<file path="src/rtl/par_pkg.sv">
// constants, field layouts and carrier types of the port result bank
// assumes one clock domain and a converter sequencer on the same clock
//
// Function
// - voltage start clears the voltage done flag
// - voltage end sets the voltage done flag
// - current start clears the current done flag
// - current end sets the current done flag
// - code 1001: done plus voltage bits 14..8
// - code 1010: current result bits 7..0
// - code 1011: done plus current bits 14..8
// - code 1100: temperature bits 7..0, reset zero
// - result bytes are read only, writes ignored
// - code 1000: voltage result bits 7..0
// - code 1101: done plus temperature bits 14..8
package par_pkg;

  // converter result width and port count
  localparam int RES_W = 15;
  localparam int MAX_PORTS = 4;
  localparam int PORT_W = 2;
  localparam int KINDS = 3;

  // register select codes within one port
  localparam logic [3:0] SEL_VOLT_LO = 4'h8;
  localparam logic [3:0] SEL_VOLT_HI = 4'h9;
  localparam logic [3:0] SEL_CURR_LO = 4'hA;
  localparam logic [3:0] SEL_CURR_HI = 4'hB;
  localparam logic [3:0] SEL_TEMP_LO = 4'hC;
  localparam logic [3:0] SEL_TEMP_HI = 4'hD;

  // bus address layout: byte address is four times the index
  localparam int ADDR_W = 9;
  localparam int IDX_LSB = 2;
  localparam int SEL_LSB = 2;
  localparam int PORT_LSB = 6;
  localparam int GLOB_BIT = 8;

  // interrupt registers, index form
  localparam logic [6:0] IDX_IRQ_STS = 7'h40;
  localparam logic [6:0] IDX_IRQ_MSK = 7'h41;

  // field positions of the upper result byte
  localparam int DONE_BIT = 7;
  localparam int HI_LSB = 8;
  localparam int HI_MSB = 14;

  // reset values
  localparam logic [7:0] RES_BYTE_RST = 8'h00;
  localparam logic DONE_RST = 1'b0;
  localparam logic [31:0] RDATA_RST = 32'h0000_0000;

  // measured quantity
  typedef enum logic [1:0] {
    KIND_VOLT,
    KIND_CURR,
    KIND_TEMP
  } par_kind_t;

  // one converter event from the sequencer
  typedef struct packed {
    logic start;
    logic finish;
    logic [PORT_W-1:0] port;
    par_kind_t kind;
    logic [RES_W-1:0] data;
  } par_adc_evt_t;

  // decoded register select
  typedef struct packed {
    logic valid;
    logic upper;
    par_kind_t kind;
  } par_sel_t;

endpackage

</file>
<file path="src/rtl/par_irq.sv">
// sticky event status, mask and one level interrupt
// assumes clear and mask writes arrive as one-cycle strobes
`timescale 1ns/1ps
module par_irq
  import par_pkg::*;
#(
  parameter int N = 12
)
(
  // clock and reset
  input wire logic clk_i,
  input wire logic rst_n_i,
  // events, one-cycle pulses
  input wire logic [N-1:0] evt_i,
  // software side
  input wire logic clr_en_i,
  input wire logic [N-1:0] clr_i,
  input wire logic msk_en_i,
  input wire logic [N-1:0] msk_i,
  // state and interrupt
  output logic [N-1:0] sts_o,
  output logic [N-1:0] msk_o,
  output logic irq_o
);

  logic [N-1:0] sts_q;
  logic [N-1:0] sts_d;
  logic [N-1:0] msk_q;
  logic [N-1:0] msk_d;
  logic irq_q;
  logic irq_d;

  // a set in the clearing cycle wins, so no event is lost
  always_comb
  begin
    sts_d = sts_q;
    if (clr_en_i)
    begin
      sts_d = sts_d & ~clr_i;
    end
    sts_d = sts_d | evt_i;
    msk_d = msk_en_i ? msk_i : msk_q;
    irq_d = |(sts_d & msk_d);
  end

  // registers
  always_ff @(posedge clk_i)
  begin
    if (!rst_n_i)
    begin
      sts_q <= '0;
      msk_q <= '0;
      irq_q <= 1'b0;
    end
    else
    begin
      sts_q <= sts_d;
      msk_q <= msk_d;
      irq_q <= irq_d;
    end
  end

  assign sts_o = sts_q;
  assign msk_o = msk_q;
  assign irq_o = irq_q;

endmodule // par_irq

</file>
<file path="src/rtl/par_result_mem.sv">
// result store: one word per port and quantity, registered read
// assumes writes and reads come from logic on the same clock
`timescale 1ns/1ps
module par_result_mem
  import par_pkg::*;
#(
  parameter int DW = 15,
  parameter int DEPTH = 16,
  parameter int AW = 4
)
(
  // clock and reset
  input wire logic clk_i,
  input wire logic rst_n_i,
  // write side
  input wire logic wr_en_i,
  input wire logic [AW-1:0] wr_addr_i,
  input wire logic [DW-1:0] wr_data_i,
  // read side
  input wire logic [AW-1:0] rd_addr_i,
  output logic [DW-1:0] rd_data_o
);

  // storage has no reset; written flags stand in for it
  logic [DW-1:0] mem_q [DEPTH];
  logic [DEPTH-1:0] written_q;
  logic [DEPTH-1:0] written_d;
  logic [DW-1:0] rd_q;
  logic [DW-1:0] rd_d;

  generate
    if (DEPTH > (1 << AW))
    begin : g_chk
      $error("par_result_mem: depth exceeds address range");
    end
  endgenerate

  // unwritten words read as zero, so reset shows zero
  always_comb
  begin
    written_d = written_q;
    if (wr_en_i)
    begin
      written_d[wr_addr_i] = 1'b1;
    end
    if (written_q[rd_addr_i])
    begin
      rd_d = mem_q[rd_addr_i];
    end
    else
    begin
      rd_d = '0;
    end
  end

  // flags and read data
  always_ff @(posedge clk_i)
  begin
    if (!rst_n_i)
    begin
      written_q <= '0;
      rd_q <= '0;
    end
    else
    begin
      written_q <= written_d;
      rd_q <= rd_d;
    end
  end

  // array write, whole word at once
  always_ff @(posedge clk_i)
  begin
    if (wr_en_i)
    begin
      mem_q[wr_addr_i] <= wr_data_i;
    end
  end

  assign rd_data_o = rd_q;

endmodule // par_result_mem

</file>
<file path="src/rtl/par_top.sv">
// per-port converter result registers behind an avalon-mm slave
// assumes the converter sequencer shares clk_i and sends events
//
// The Avalon-MM interface to the registers was chosen for this implementation.
`timescale 1ns/1ps
module par_top
  import par_pkg::*;
#(
  parameter int NUM_PORTS = 4
)
(
  // clock and reset
  input wire logic clk_i,
  input wire logic rst_n_i,
  // converter events, same clock domain
  input wire par_adc_evt_t adc_evt_i,
  // avalon-mm slave
  input wire logic [ADDR_W-1:0] avs_address_i,
  input wire logic avs_read_i,
  input wire logic avs_write_i,
  input wire logic [31:0] avs_writedata_i,
  input wire logic [3:0] avs_byteenable_i,
  output logic [31:0] avs_readdata_o,
  output logic avs_waitrequest_o,
  // interrupt
  output logic irq_o
);

  localparam int NF = NUM_PORTS * KINDS;
  localparam int MAW = PORT_W + 2;
  localparam int DEPTH = NUM_PORTS * 4;

  generate
    if (NUM_PORTS < 1 || NUM_PORTS > MAX_PORTS)
    begin : g_chk
      $error("par_top: NUM_PORTS out of range");
    end
  endgenerate

  // select code to quantity and byte half
  function automatic par_sel_t dec_sel(input logic [3:0] sel);
    par_sel_t r;
    r.valid = 1'b1;
    r.upper = 1'b0;
    r.kind = KIND_VOLT;
    case (sel)
      SEL_VOLT_LO: r.kind = KIND_VOLT;
      SEL_VOLT_HI:
      begin
        r.kind = KIND_VOLT;
        r.upper = 1'b1;
      end
      SEL_CURR_LO: r.kind = KIND_CURR;
      SEL_CURR_HI:
      begin
        r.kind = KIND_CURR;
        r.upper = 1'b1;
      end
      SEL_TEMP_LO: r.kind = KIND_TEMP;
      SEL_TEMP_HI:
      begin
        r.kind = KIND_TEMP;
        r.upper = 1'b1;
      end
      default: r.valid = 1'b0;
    endcase
    return r;
  endfunction

  // flag index of a port and quantity
  function automatic int flag_idx(input int p, input int k);
    return p * KINDS + k;
  endfunction

  // bus fields
  logic [6:0] idx;
  logic [PORT_W-1:0] bus_port;
  logic [3:0] bus_sel;
  par_sel_t bus_dec;
  logic port_ok;

  assign idx = avs_address_i[ADDR_W-1:IDX_LSB];
  assign bus_port = avs_address_i[PORT_LSB+PORT_W-1:PORT_LSB];
  assign bus_sel = avs_address_i[SEL_LSB+3:SEL_LSB];
  assign bus_dec = dec_sel(bus_sel);
  assign port_ok = ({1'b0, bus_port} < 3'(NUM_PORTS));

  // converter event qualification
  logic evt_port_ok;
  logic evt_kind_ok;
  logic evt_start;
  logic evt_finish;

  assign evt_port_ok = ({1'b0, adc_evt_i.port} < 3'(NUM_PORTS));
  assign evt_kind_ok = (adc_evt_i.kind != 2'h3);
  assign evt_start = adc_evt_i.start & evt_port_ok & evt_kind_ok;
  assign evt_finish = adc_evt_i.finish & evt_port_ok & evt_kind_ok;

  // done flags, one per port and quantity
  logic [NF-1:0] done_q;
  // nets, so each port block drives only its own slice
  wire logic [NF-1:0] done_d;
  wire logic [NF-1:0] done_evt;

  // per-port flag next state
  genvar gp;
  generate
    for (gp = 0; gp < NUM_PORTS; gp++)
    begin : g_port
      logic [KINDS-1:0] nxt; // next flags of this port
      logic [KINDS-1:0] fin; // finish strobes of this port
      always_comb
      begin
        for (int k = 0; k < KINDS; k++)
        begin
          nxt[k] = done_q[flag_idx(gp, k)];
          fin[k] = 1'b0;
          // measurement begins: flag drops
          if (evt_start && adc_evt_i.port == gp &&
              adc_evt_i.kind == par_kind_t'(k))
          begin
            nxt[k] = 1'b0;
          end
          // measurement ends: flag rises, end wins a tie
          if (evt_finish && adc_evt_i.port == gp &&
              adc_evt_i.kind == par_kind_t'(k))
          begin
            nxt[k] = 1'b1;
            fin[k] = 1'b1;
          end
        end
      end
      assign done_d[gp*KINDS +: KINDS] = nxt;
      assign done_evt[gp*KINDS +: KINDS] = fin;
    end
  endgenerate

  // flag registers
  always_ff @(posedge clk_i)
  begin
    if (!rst_n_i)
    begin
      done_q <= {NF{DONE_RST}};
    end
    else
    begin
      done_q <= done_d;
    end
  end

  // result store: whole 15-bit word written in one cycle,
  // so a stored word never mixes two conversions; separate lower and upper byte reads can
  logic mem_we;
  logic [MAW-1:0] mem_waddr;
  logic [MAW-1:0] mem_raddr;
  logic [RES_W-1:0] mem_rdata;

  assign mem_we = evt_finish;
  assign mem_waddr = {adc_evt_i.port, adc_evt_i.kind};
  assign mem_raddr = {bus_port, bus_dec.kind};

  par_result_mem #(
    .DW(RES_W),
    .DEPTH(DEPTH),
    .AW(MAW)
  ) u_mem (
    .clk_i(clk_i),
    .rst_n_i(rst_n_i),
    .wr_en_i(mem_we),
    .wr_addr_i(mem_waddr),
    .wr_data_i(adc_evt_i.data),
    .rd_addr_i(mem_raddr),
    .rd_data_o(mem_rdata)
  );

  // bus handshake: idle, fetch from store, answer
  typedef enum logic [1:0] {
    ST_IDLE,
    ST_FETCH,
    ST_ANS
  } par_bus_st_t;

  par_bus_st_t st_q;
  par_bus_st_t st_d;
  logic wait_q;
  logic wait_d;
  logic [31:0] rdata_q;
  logic [31:0] rdata_d;
  logic req;

  // interrupt register strobes
  logic sts_clr_en;
  logic msk_wr_en;
  logic [NF-1:0] wr_bits;
  logic [NF-1:0] irq_sts;
  logic [NF-1:0] irq_msk;
  logic [31:0] be_mask;

  assign req = avs_read_i | avs_write_i;

  // byte lanes widened to a bit mask
  always_comb
  begin
    for (int b = 0; b < 4; b++)
    begin
      be_mask[b*8 +: 8] = {8{avs_byteenable_i[b]}};
    end
  end

  // writes land only at the accepting edge
  always_comb
  begin
    sts_clr_en = 1'b0;
    msk_wr_en = 1'b0;
    // lanes off keep the old mask bits
    wr_bits = NF'(avs_writedata_i & be_mask);
    if (st_q == ST_ANS && avs_write_i)
    begin
      // result registers take no write at all
      case (idx)
        IDX_IRQ_STS: sts_clr_en = 1'b1;
        IDX_IRQ_MSK: msk_wr_en = 1'b1;
        default: sts_clr_en = 1'b0;
      endcase
    end
  end

  par_irq #(
    .N(NF)
  ) u_irq (
    .clk_i(clk_i),
    .rst_n_i(rst_n_i),
    .evt_i(done_evt),
    .clr_en_i(sts_clr_en),
    .clr_i(wr_bits),
    .msk_en_i(msk_wr_en),
    .msk_i((wr_bits) | (irq_msk & ~NF'(be_mask))),
    .sts_o(irq_sts),
    .msk_o(irq_msk),
    .irq_o(irq_o)
  );

  // read mux and handshake next state
  always_comb
  begin
    st_d = st_q;
    wait_d = wait_q;
    rdata_d = rdata_q;
    case (st_q)
      ST_IDLE:
      begin
        // store read address sampled at this edge
        if (req)
        begin
          st_d = ST_FETCH;
        end
      end
      ST_FETCH:
      begin
        rdata_d = RDATA_RST;
        if (avs_address_i[GLOB_BIT])
        begin
          if (idx == IDX_IRQ_STS)
          begin
            rdata_d = 32'(irq_sts);
          end
          else if (idx == IDX_IRQ_MSK)
          begin
            rdata_d = 32'(irq_msk);
          end
        end
        else if (bus_dec.valid && port_ok)
        begin
          if (bus_dec.upper)
          begin
            // done flag above result bits 14..8
            rdata_d[DONE_BIT] =
              done_q[flag_idx(int'(bus_port), int'(bus_dec.kind))];
            rdata_d[DONE_BIT-1:0] = mem_rdata[HI_MSB:HI_LSB];
          end
          else
          begin
            rdata_d[7:0] = mem_rdata[7:0];
          end
        end
        // unmapped addresses answer zero
        wait_d = 1'b0;
        st_d = ST_ANS;
      end
      ST_ANS:
      begin
        // master takes the answer at this edge
        wait_d = 1'b1;
        st_d = ST_IDLE;
      end
      default:
      begin
        wait_d = 1'b1;
        st_d = ST_IDLE;
      end
    endcase
  end

  // handshake registers
  always_ff @(posedge clk_i)
  begin
    if (!rst_n_i)
    begin
      st_q <= ST_IDLE;
      wait_q <= 1'b1;
      rdata_q <= RDATA_RST;
    end
    else
    begin
      st_q <= st_d;
      wait_q <= wait_d;
      rdata_q <= rdata_d;
    end
  end

  assign avs_waitrequest_o = wait_q;
  assign avs_readdata_o = rdata_q;

endmodule // par_top
</file>
<file path="config.mk">
export PLATFORM = sky130hd
export DESIGN_NAME = par_top
export DESIGN_NICKNAME = d
export VERILOG_FILES = /design/src/rtl/par_pkg.sv /design/src/rtl/par_irq.sv /design/src/rtl/par_result_mem.sv /design/src/rtl/par_top.sv
export SDC_FILE = /design/constraint.sdc
export NUM_CORES = 1
export LEC_CHECK = 0
export BUFFER_PORTS_ARGS = -buffer_cell sky130_fd_sc_hd__buf_2
export CAP_MARGIN = 20
export CORE_ASPECT_RATIO = 1.4
export CORE_MARGIN = 3
export CORE_UTILIZATION = 45
export CTS_CLUSTER_SIZE = 12
export DETAILED_ROUTE_END_ITERATION = 8
export SLEW_MARGIN = 20
export SYNTH_ARGS = -nofsm -noshare
export SYNTH_HDL_FRONTEND = slang
export SYNTH_HIERARCHICAL = 1
export SYNTH_SLANG_ARGS = --single-unit
</file>
<file path="constraint.sdc">
create_clock -name clk_i -period 5.1 [get_ports clk_i]
set_input_delay 0 -clock clk_i [delete_from_list [all_inputs] [get_ports clk_i]]
set_output_delay 0 -clock clk_i [all_outputs]
set_load 0.02 [all_outputs]
</file>
==> results of run 1 <==
## synth_stat cells, types with 2 or more instances
master	number	area (um^2)
inv_1	10	37.5
mux2i_1	36	360
nand3b_1	4	30.0
clkbuf_1	21	78.8
o2111ai_2	2	30.0
nand2_1	17	63.8
o31ai_1	5	37.5
nor2b_1	15	93.8
mux2_2	10	113
and2_1	17	106
dfxtp_1	83	1660
a21boi_0	6	45.0
buf_4	29	218
a22oi_1	47	353
nand3_1	6	30.0
fa_1	2	40.0
and2b_1	3	22.5
o2111ai_1	3	26.3
edfxtp_1	240	7210
mux4_2	62	1400
o211a_1	7	70.1
a21oi_1	3	15.0
o21a_1	49	368
nand2b_1	5	31.3
nor2_1	28	105
a21boi_1	5	37.5
o21bai_1	9	67.6
buf_2	6	30.0
ha_1	3	37.5
mux2_1	2	22.5
buf_6	5	56.3
nor3_1	10	50.1
o221ai_1	8	70.1
mux4_1	3	78.8
## per-layer routing
layer  up-vias  share of wire  track usage
met1      3713           0.38        0.233
met5         -              0            0
met2       229           0.52        0.334
met3        72          0.050       0.0224
li1       3228              -            -
met4         0          0.051       0.0903
## state kept, by name, summed over array words and instances, names as in the netlist
register	flops
done_q	12
u_mem/written_q	16
avs_readdata_o	12
avs_waitrequest_o	1
u_irq/irq_o	1
u_mem/mem_q	240
u_irq/msk_o	12
st_q	2
u_mem/rd_data_o	15
u_irq/sts_o	12
## worst max-delay path, cell delays in order
cell and delay (ns):
buf_2 0.12, and3b_4 0.85, mux4_2 0.61, o2111ai_2 0.91, a22oi_1 0.28
## cells in the final DEF, fill, tap and decap left out, drive strengths merged, types with 11 or more instances in the layout
cell,n
mux4,65
nor2,28
dlygate4sd3,32
and2,17
mux2i,36
nand2,18
dfxtp,83
a22oi,47
edfxtp,240
a21boi,11
conb,20
buf,80
clkbuf,55
nor2b,15
mux2,12
o21a,49
## how the worst min path moves through the flow
stage / to / slack, ns / depth (start not counted)
2_1_floorplan: u_mem/mem_q[0][0] / 0.1 / 0
3_3_place_gp: st_q[0] / 0.29 / 3
3_5_place_dp: st_q[0] / 0.30 / 3
4_1_cts: done_q[10] / 0.02 / 4
5_1_grt: done_q[9] / 0.08 / 4
6_report: done_q[9] / 0.04 / 4
## stage by stage
| step | power (mW) | worst slack (ns) | instances | util |
|---|---|---|---|---|
| 6_report | 5.29 | 2.64 | 1275 | 0.525 |
| 5_1_grt | 5.48 | 2.52 | 1275 | 0.525 |
| 4_1_cts | 5.34 | 2.64 | 1274 | 0.525 |
| 3_5_place_dp | 3.25 | 2.06 | 1186 | 0.482 |
| 3_3_place_gp | 3.24 | 2.12 | 1186 | 0.482 |
| 2_1_floorplan | 3.15 | 2.90 | 793 | - |
## layout make-up
type                    count  area share
flip-flops and latches    323       0.591
multi-input cells         398       0.263
clock buffers              55      0.0601
repair buffers            112      0.0515
well taps                 375      0.0313
inverters                  10     0.00250
clock inverters             1    0.000333
diodes                      1    0.000167
## logic make-up after synthesis
kind of cell / count (synthesis) / share of synthesized area
simple gates: 113 / 0.0461
flops: 323 / 0.677
mux: 113 / 0.150
other cells: 1 / 0.000286
compound gates: 147 / 0.0874
fa+ha+maj: 5 / 0.00592
buf+inv: 72 / 0.0332
## power groups by stage
stage	Combinational, mW	Clock, mW	Sequential, mW
2_1_floorplan	0.205	0	2.95
3_3_place_gp	0.297	0	2.94
3_5_place_dp	0.306	0	2.94
4_1_cts	0.326	2.13	2.89
5_1_grt	0.351	2.24	2.89
6_report	0.324	2.08	2.89
==> results.md, run 1 <==
- Status: completed
- Clock power share: 0.393
- Warning count from the yosys run: 6
- Async set or reset register ratio after synthesis: 0
- PD cells: ~350 nW/um^2
- Final-report setup violation count: 0
- Area occupied by registers: 8870 um^2
- Routability Congestion: just over 0.8
- Reg2reg setup slack: 2.92 ns
- IO Pins: 104
- Cells after Synth: a little under 800
- Fmax achieved: a little over 0.4 GHz
- Crit end category: flop
- TritonCTS clock tree: done
- Clk Latency, worst-skew pair: 0.56 ns
- CP arrival: ~2.8 ns
- Clock Tree Buf Depth: 3
- # Post-CTS Setup Buffers: 0
- Vias: 7242
- Post-CTS Hold Buffers: 32
- Hold path startpoint: adc_evt_i[18]
- Switch share: 0.210
- WS Path Type: in2reg
- Vias per cell: ~5.7
- Netlist Area Pre-Place: between 10000 and 15000 um^2
- Clk pin slew, worst setup/hold paths: around 0.060 ns
- Sequential element share of the synthesized area: 0.677
- First-pass GRT wire length: roughly 45000 um
- Slew Limit Fails: 0
- WP data required: 5.46 ns
- Hold slack: about 0.042 ns
- Crit path capture: u_mem/rd_data_o[8]
- Area taken by multi-input logic gates: around 4000 um^2
- Prevailing post-synth register cell: edfxtp_1
- Initial antenna violation count: 1
- Reg2reg end: u_mem/rd_data_o[8]
- Post-CTS sizing: 0
- Reg-to-reg startpoint: u_mem/written_q[7]
- P&R area growth vs syn: 14.5%
- Power Internal: 4.18 mW
- Total wire length: around 30000 um
- Post-detailed-route wirelength per cell: roughly 23 um
- Core Area: approximately 29000 um^2
- Synth unique cells: 47
- Clock Sinks: 323
- Crit-path max FO: 37
- Routed Antenna Nets: 0
- Placed cell area: ~14000 um^2
- Switching power: approximately 1.1 mW
- Detailed placement HPWL: between 15000 and 20000 um
- Syn avg cell area: between 15 and 20 um^2
- Final period utilization: 0.482
- Hold Fails Final Rpt: 0
- PortBufs: between 50 and 60
- Drt pass-1 iters: 5
- #FFs+latches synth: around 320
- Clock root buffer master: clkbuf_16
- Die Ht: ~210 um
- Starting DRT DRC Count: between 400 and 500
- R2R depth: 3
- Slew HR: 0.229
- Setup Skew: a little under 0.01 ns
- Gr ovfl total: 0
- Fillers: ~2300
- Combinational fraction of design power: 0.061
- Post-route cell area: 15000 um^2
- Unrepaired setup endpoints after global routing: no
- Fraction of layout cells with a size suffix above 1: 0.244
- Fin Setup TNS: 0 ns
- Maximum vdd drop: around 220 uV
- Register share of total power: 0.545
- Setup crit start: avs_address_i[4]
- Crit path time final: about 2.5 ns
- All-Layer GR Usage: 0.191
- Starting Density: 0.458
- Critical path launch point type: primary input
- MaxCap Viol Count: 0
- Hold Crit Class: in2reg
- Rows: 73
- Number of buffers created by CTS: 31
- # DRC: 0
- Nets: between 900 and 1000
- Post-synth EDFFs: 240
- Worst-margin pin slew: 1.16 ns
- Number of global-route vias before repair: 7613
- Die X-Extent: roughly 150 um
- Pin count of the biggest net entering global routing: 72
- Die area: around 31000 um^2
- H-tree levels: 1
- Static Leak: about 5.2 nW
Note: power is estimated with default switching activity, not from simulation.
==> inputs of run 2 (changes only) <==
--- a/config.mk
+++ b/config.mk
@@ -5,6 +5,7 @@
 export SDC_FILE = /design/constraint.sdc
 export NUM_CORES = 1
 export LEC_CHECK = 0
+export ABC_AREA = 1
 export BUFFER_PORTS_ARGS = -buffer_cell sky130_fd_sc_hd__buf_2
 export CAP_MARGIN = 20
 export CORE_ASPECT_RATIO = 1.4
==> constraint.sdc (replaced) <==
create_clock -name clk_i -period 2.1 [get_ports clk_i]
set_input_delay 0 -clock clk_i [delete_from_list [all_inputs] [get_ports clk_i]]
set_output_delay 0 -clock clk_i [all_outputs]
set_load 0.02 [all_outputs]
==> run 2 against run 1 <==
Utilization increased by 1.6 points. Die area increased by 6.8%. Power increased by 150%. Cell area increased by 9.3%. Flip-flop and latch count unchanged. Combinational power increased to 3.2 times the previous value. Clock power increased by 150%. Global-route usage increased by 2.1 points. Sequential power increased by 140%. Critical endpoint is now done_q[10]. Largest cell class unchanged.
==> results.md, run 2 <==
- Hold Crit Depth: 5 (+1)
- Slew HR: 0.447 (+0.218)
- Async set or reset register ratio after synthesis: 0 (unchanged)
- Crit path time final: 1.98 ns
- Clk Latency, worst-skew pair: 0.56 ns (about the same)
- Routability Congestion: 0.844 (+1.9%)
- TritonCTS clock tree: done
- Critical path launch point type: primary input
- # Post-CTS Setup Buffers: 0 (unchanged)
- Hold Fails Final Rpt: 0 (unchanged)
- Synth cell count leaders: nand2_1, edfxtp_1, nor2_1
- R2R depth: 8 (+5)
- Most instantiated library cell after synthesis: nand2_1
- Max FFs per register: 240 (unchanged)
- Total power: 13.2 mW (+150%)
- Placed cell area: 15000 um^2 (+8.5%)
- Final worst slack: 0.124 ns (-2.52 ns)
- Largest Register: u_mem/mem_q
- Die Ht: 215 um (+3.3%)
- Clock Sinks: 323 (unchanged)
- Worst-margin pin slew: 0.829 ns (-0.328 ns)
- Pin count of the biggest net entering global routing: 55 (-24%)
- Synth unique cells: 34 (-28%)
- MaxCap Viol Count: 0 (unchanged)
- CP arrival: 2.48 ns (-0.33 ns)
- Reg2reg setup slack: 0.35 ns (-2.57 ns)
- Reg-to-reg startpoint: st_q[0]
- Unrepaired setup endpoints after global routing: no
- Fin Setup TNS: 0 ns (unchanged)
- Clock root buffer master: clkbuf_16
- # DRC: 0 (unchanged)
- Hold slack: 0.0553 ns (+0.0131 ns)
- #FFs+latches synth: 323 (unchanged)
- Post-route cell area: 16400 um^2 (+9.3%)
- Routed Antenna Nets: 0 (unchanged)
- Gr ovfl total: 0 (unchanged)
- Most frequent cells in the layout: nand2_1, edfxtp_1, nor2_1
- Maximum vdd drop: 620 uV (+190%)
- Sequential element share of the synthesized area: 0.632 (-0.0443)
- Post-CTS sizing: 0 (unchanged)
- Syn avg cell area: 9.36 um^2 (-45%)
- Worst slack, placed: -0.136 ns (-2.19 ns)
- H-tree levels: 1 (unchanged)
- First-pass GRT wire length: 56000 um (+25%)
- Status: completed
- Placed Cells: 1933 (+63%)
- IO Pins: 104 (unchanged)
- Post-route insts no fill: 2044 (+60%)
- Number of buffers created by CTS: 31 (unchanged)
- Final-report setup violation count: 0 (unchanged)
- Die X-Extent: 155 um (+3.3%)
- WS Path Type: in2reg
- Cells after Synth: 1498 (+94%)
- Setup Skew: 0.0125 ns (+0.00279 ns)
- Hold Crit Class: in2reg
- Initial antenna violation count: 1 (unchanged)
- All-Layer GR Usage: 0.212 (+0.0213)
- Total wire length: 35600 um (+21%)
- Crit-path max FO: 8 (-78%)
- Share of Yosys cell area claimed by the top area cell type: 0.514 (-0.0360)
- Post-synth EDFFs: 240 (unchanged)
- Starting Density: 0.463 (+0.00426)
- Starting DRT DRC Count: 800 (+60%)
- Number of global-route vias before repair: 10200 (+35%)
- P&R area growth vs syn: 17.0%
- Detailed placement HPWL: 22100 um (+24%)
- PD cells: 804 nW/um^2 (+130%)
- Final period utilization: 0.941
- WP data required: 2.60 ns (-2.86 ns)
- Nets: 1710 (+80%)
- Vias: 10400 (+44%)
- Clock Tree Buf Depth: 3 (unchanged)
- Synth top area cells: edfxtp_1, nand2_1, dfxtp_1
- Reg2reg end: u_irq/sts_o[9]
- Static Leak: 6.66 nW (+28%)
- Layout Utilization: 0.541 (+0.0162)
- Fraction of layout cells with a size suffix above 1: 0.126 (-0.118)
- PortBufs: 59 (unchanged)
- Clk pin slew, worst setup/hold paths: 0.06 ns (about the same)
- Commonest non-fill, non-tap cell in the layout: nand2_1
- Hold endpoint: u_mem/rd_data_o[7]
- Warning count from the yosys run: 6 (unchanged)
- Fmax achieved: roughly 0.51 GHz
- Slew Limit Fails: 0 (unchanged)
- Hold path startpoint: avs_address_i[7]
- Crit end category: flop
- Post-detailed-route wirelength per cell: 17.4 um (-25%)
- Rows: 75 (+2.7%)
- Die area: 33300 um^2 (+6.8%)
- Dominant cell type by area after synthesis: edfxtp_1
- Netlist Area Pre-Place: 14000 um^2 (+7.0%)
- Drt pass-1 iters: 5 (unchanged)
- Core Area: 30300 um^2 (+6.0%)
- Prevailing post-synth register cell: edfxtp_1
- Vias per cell: 5.10 (-10%)
[run 2: changes by cell type in the layout (fill, tap and decap cells not counted), moves of 36 or more]
cell	before	now
o21a_1	49	2
o21ai_0	0	50
inv_1	10	124
mux4_2	62	0
mux2i_1	36	0
a21oi_1	3	54
a22oi_1	47	0
nand3_1	6	81
nand2_1	17	464
nor2_1	16	185
[run 2: critical path, stage by stage]
cell and delay, ns:
dlygate4sd3_1 0.53, buf_2 0.21, inv_2 0.09, o21ai_2 0.21, nor2_1 0.06, dlygate4sd3_1 0.59, nand2_1 0.09, a21oi_2 0.05
dlygate4sd3_1 0.56, nor2_1 0.08
[run 2: area by class of cell]
| cell class | instances | area, um^2 |
|---|---|---|
| fill | 2719 | 13900 |
| sequential | 323 | 8870 |
| multi-input combinational | 975 | 4290 |
| timing repair buffer | 170 | 1350 |
| clock buffer | 54 | 898 |
| inverter | 134 | 504 |
| tap | 385 | 482 |
| clock inverter | 2 | 13.8 |
| antenna | 1 | 2.50 |
[run 2: logic make-up after synthesis]
group,count (synthesis),share of synthesized area
AO/OA/AOI/OAI,171,0.0681
other,1,0.000267
AND/OR/NAND/NOR,779,0.223
buffers and inverters,219,0.0705
adder cells (fa/ha/maj),5,0.00553
flip-flops,323,0.632
[run 2: how the worst max path moves through the flow]
stage | startpoint | to | depth (start not counted)
after floorplan | avs_address_i[4] | avs_readdata_o[7] | 13
after global routing | adc_evt_i[16] | done_q[10] | 10
after detailed placement | avs_address_i[4] | avs_readdata_o[7] | 14
final | adc_evt_i[16] | done_q[10] | 10
after CTS | adc_evt_i[16] | done_q[10] | 10
after global placement | avs_address_i[4] | avs_readdata_o[7] | 14
[run 2: timing repair]
item                                    CTS  global route
hold buffers                             54             0
endpoints found under the hold margin   299             0
endpoints found under the setup margin    0             0
[run 2: layer usage]
metal | track usage | vias to the layer above | wire length [um]
met5 | 0 | - | 0
met1 | 0.273 | 4966 | 15300
met4 | 0.0835 | 0 | 1320
met3 | 0.0274 | 72 | 1550
met2 | 0.363 | 262 | 17400
li1 | - | 5128 | -
[run 2: report_power, final]
part,switching [mW],internal (mW),leakage (nW)
registers,0.0385,6.98,2.84
logic,0.698,0.348,3.37
clock network,2.25,2.87,0.445
==> inputs of run 3 (changes only) <==
--- a/config.mk
+++ b/config.mk
@@ -8,11 +8,14 @@
 export ABC_AREA = 1
 export BUFFER_PORTS_ARGS = -buffer_cell sky130_fd_sc_hd__buf_2
 export CAP_MARGIN = 20
+export CELL_PAD_IN_SITES_DETAIL_PLACEMENT = 1
+export CELL_PAD_IN_SITES_GLOBAL_PLACEMENT = 2
 export CORE_ASPECT_RATIO = 1.4
 export CORE_MARGIN = 3
-export CORE_UTILIZATION = 45
+export CORE_UTILIZATION = 34
 export CTS_CLUSTER_SIZE = 12
 export DETAILED_ROUTE_END_ITERATION = 8
+export PLACE_DENSITY = 0.8
 export SLEW_MARGIN = 20
 export SYNTH_ARGS = -nofsm -noshare
 export SYNTH_HDL_FRONTEND = slang
==> run 3 against run 2 <==
Critical path depth did not move. Final cell count grew 8.2%. Routed wire length up 18%. Sequential power is essentially flat. Register-to-register slack worse by 0.12 ns. Via count rose by 2.8%. First-iteration DRC count is 34% lower. Combinational power up 5%. Largest cell class unchanged. Highest routed layer unchanged.
==> results.md, run 3 (synthesized netlist as in run 2, its figures left out) <==
- Status: completed
- Detailed placement HPWL: 26800 um (+21%)
- Maximum vdd drop: 642 uV (+3.6%)
- Number of global-route vias before repair: 11200 (+8.9%)
- Clk pin slew, worst setup/hold paths: 0.06 ns (about the same)
- Hold slack: 0.0235 ns (-0.0318 ns)
- WP data required: 2.33 ns (-0.27 ns)
- Final period utilization: 0.915 (-0.0262)
- Starting DRT DRC Count: 527 (-34%)
- Gr ovfl total: 0 (unchanged)
- Routed Antenna Nets: 0 (unchanged)
- Fin Setup TNS: 0 ns (unchanged)
- Slew HR: 0.539 (+0.0919)
- Crit-path max FO: 9 (+1)
- Initial antenna violation count: 0 (-1)
- Hold Fails Final Rpt: 0 (unchanged)
- R2R depth: 9 (+1)
- Starting Density: 0.346 (-0.116)
- First-pass GRT wire length: 64800 um (+16%)
- Vias: 10700 (+2.8%)
- # DRC: 0 (unchanged)
- Total power: 13.9 mW (+5.5%)
- Largest Register: u_mem/mem_q
- WS Path Type: in2reg
- Rows: 87 (+16%)
- Die Ht: 246 um (+15%)
- Routability Congestion: 0.806 (-4.6%)
- Crit path time final: 1.92 ns (-0.0549 ns)
- Critical path launch point type: primary input
- # Post-CTS Setup Buffers: 0 (unchanged)
- PD cells: 824 nW/um^2 (+2.5%)
- Total wire length: 42100 um (+18%)
- PortBufs: 59 (unchanged)
- Slew Limit Fails: 0 (unchanged)
- Setup crit start: adc_evt_i[16]
- All-Layer GR Usage: 0.194 (-0.0177)
- Fraction of layout cells with a size suffix above 1: 0.137 (+0.0111)
- Clk Latency, worst-skew pair: 0.55 ns (about the same)
- Clock Sinks: 323 (unchanged)
- IO Pins: 104 (unchanged)
- Crit path capture: u_mem/mem_q[5][2]
- H-tree levels: 2 (+1)
- TritonCTS clock tree: done
- Worst-margin pin slew: 0.691 ns (-0.138 ns)
- Post-route insts no fill: 2211 (+8.2%)
- Fmax achieved: 0.521 GHz (+2.9%)
- Crit end category: flop
- Pin count of the biggest net entering global routing: 68 (+24%)
- Placed Cells: 2099 (+8.6%)
- Nets: 1725 (+0.88%)
- Post-detailed-route wirelength per cell: 19.1 um (+9.5%)
- Static Leak: 6.79 nW (+2.0%)
- MaxCap Viol Count: 0 (unchanged)
- Core Area: 40500 um^2 (+34%)
- Vias per cell: 4.85 (-5.0%)
- # diodes: 0 (-1)
- Die area: 43800 um^2 (+31%)
- Reg2reg setup slack: 0.23 ns (-0.12 ns)
- Hold Crit Class: in2reg
- Drt pass-1 iters: 5 (unchanged)
- Unrepaired setup endpoints after global routing: no
- Final-report setup violation count: 0 (unchanged)
- Commonest non-fill, non-tap cell in the layout: nand2_1
- Die X-Extent: 178 um (+14%)
- Reg-to-reg startpoint: st_q[0]
- Setup Skew: 0.0226 ns (+0.0100 ns)
- Reg2reg end: u_irq/sts_o[10]
- Clock root buffer master: clkbuf_16
- Number of buffers created by CTS: 36 (+16%)
- Max FFs per register: 240 (unchanged)
- CP arrival: 2.15 ns (-0.33 ns)
- Most frequent cells in the layout: nand2_1, edfxtp_1, nor2_1
- Clock Tree Buf Depth: 3 (unchanged)
- P&R area growth vs syn: 20.4%
run 3: changes by cell type in the layout (fill, tap and decap cells not counted), moves of 2 or more:
cell / change
buf_4: +11
clkbuf_2: -2
clkbuf_16: +5
clkinv_1: +4
nor2_4: +4
nor2_2: -4
buf_12: +6
clkbuf_8: -3
dlygate4sd3_1: -7
run 3: cell type report:
cell class / instances / area (um^2)
fillers: 4650 / 23600
multi-input cells: 975 / 4310
inverters: 134 / 504
clock inverters: 11 / 83.8
clock buffers: 54 / 968
repair buffers: 180 / 1480
well taps: 534 / 668
flip-flops and latches: 323 / 8870
run 3: worst min-delay path by stage:
stage	slack (ns)	startpoint	end	cells after the start
after CTS	0.02	adc_evt_i[15]	done_q[9]	6
after floorplan	0.1	rst_n_i	u_irq/irq_o	2
final	0.02	adc_evt_i[19]	done_q[6]	6
after global routing	0.07	adc_evt_i[15]	done_q[11]	6
after global placement	0.28	avs_read_i	st_q[0]	3
after detailed placement	0.31	avs_read_i	st_q[0]	3
run 3: where the power goes:
group | switching [mW] | internal (mW) | total (mW)
Combinational | 0.739 | 0.363 | 1.10
Sequential | 0.0413 | 6.98 | 7.02
Clock | 2.57 | 3.23 | 5.79
Total | 3.35 | 10.6 | 13.9
run 3: per-layer routing:
| layer | track usage | wire, um |
|---|---|---|
| met1 | 0.234 | 17400 |
| met2 | 0.362 | 22300 |
| met3 | 0.0237 | 1550 |
| met4 | 0.0497 | 903 |
| met5 | 0 | 0 |
run 3: critical path, stage by stage:
cell	delay (ns)
dlygate4sd3_1	0.55
buf_2	0.15
inv_2	0.06
o21ai_2	0.06
inv_1	0.07
inv_1	0.08
nor2_1	0.17
inv_1	0.12
nor2_2	0.54
buf_4	0.35
run 3: what timing repair did:
action                                 in CTS  in global routing
hold buffers                               49                  0
endpoints found under the hold margin     288                  0
resized for setup                           0                  4
setup endpoints to repair                   0                 16
run 3: per-stage QoR:
stage,utilization,setup WS (ns),instance area (um^2)
3_3_place_gp,0.379,-0.0874,15300
3_5_place_dp,0.379,-0.0919,15300
6_report,0.417,0.179,16900
2_1_floorplan,-,0.135,14100
5_1_grt,0.417,0.0390,16900
4_1_cts,0.417,0.0714,16900
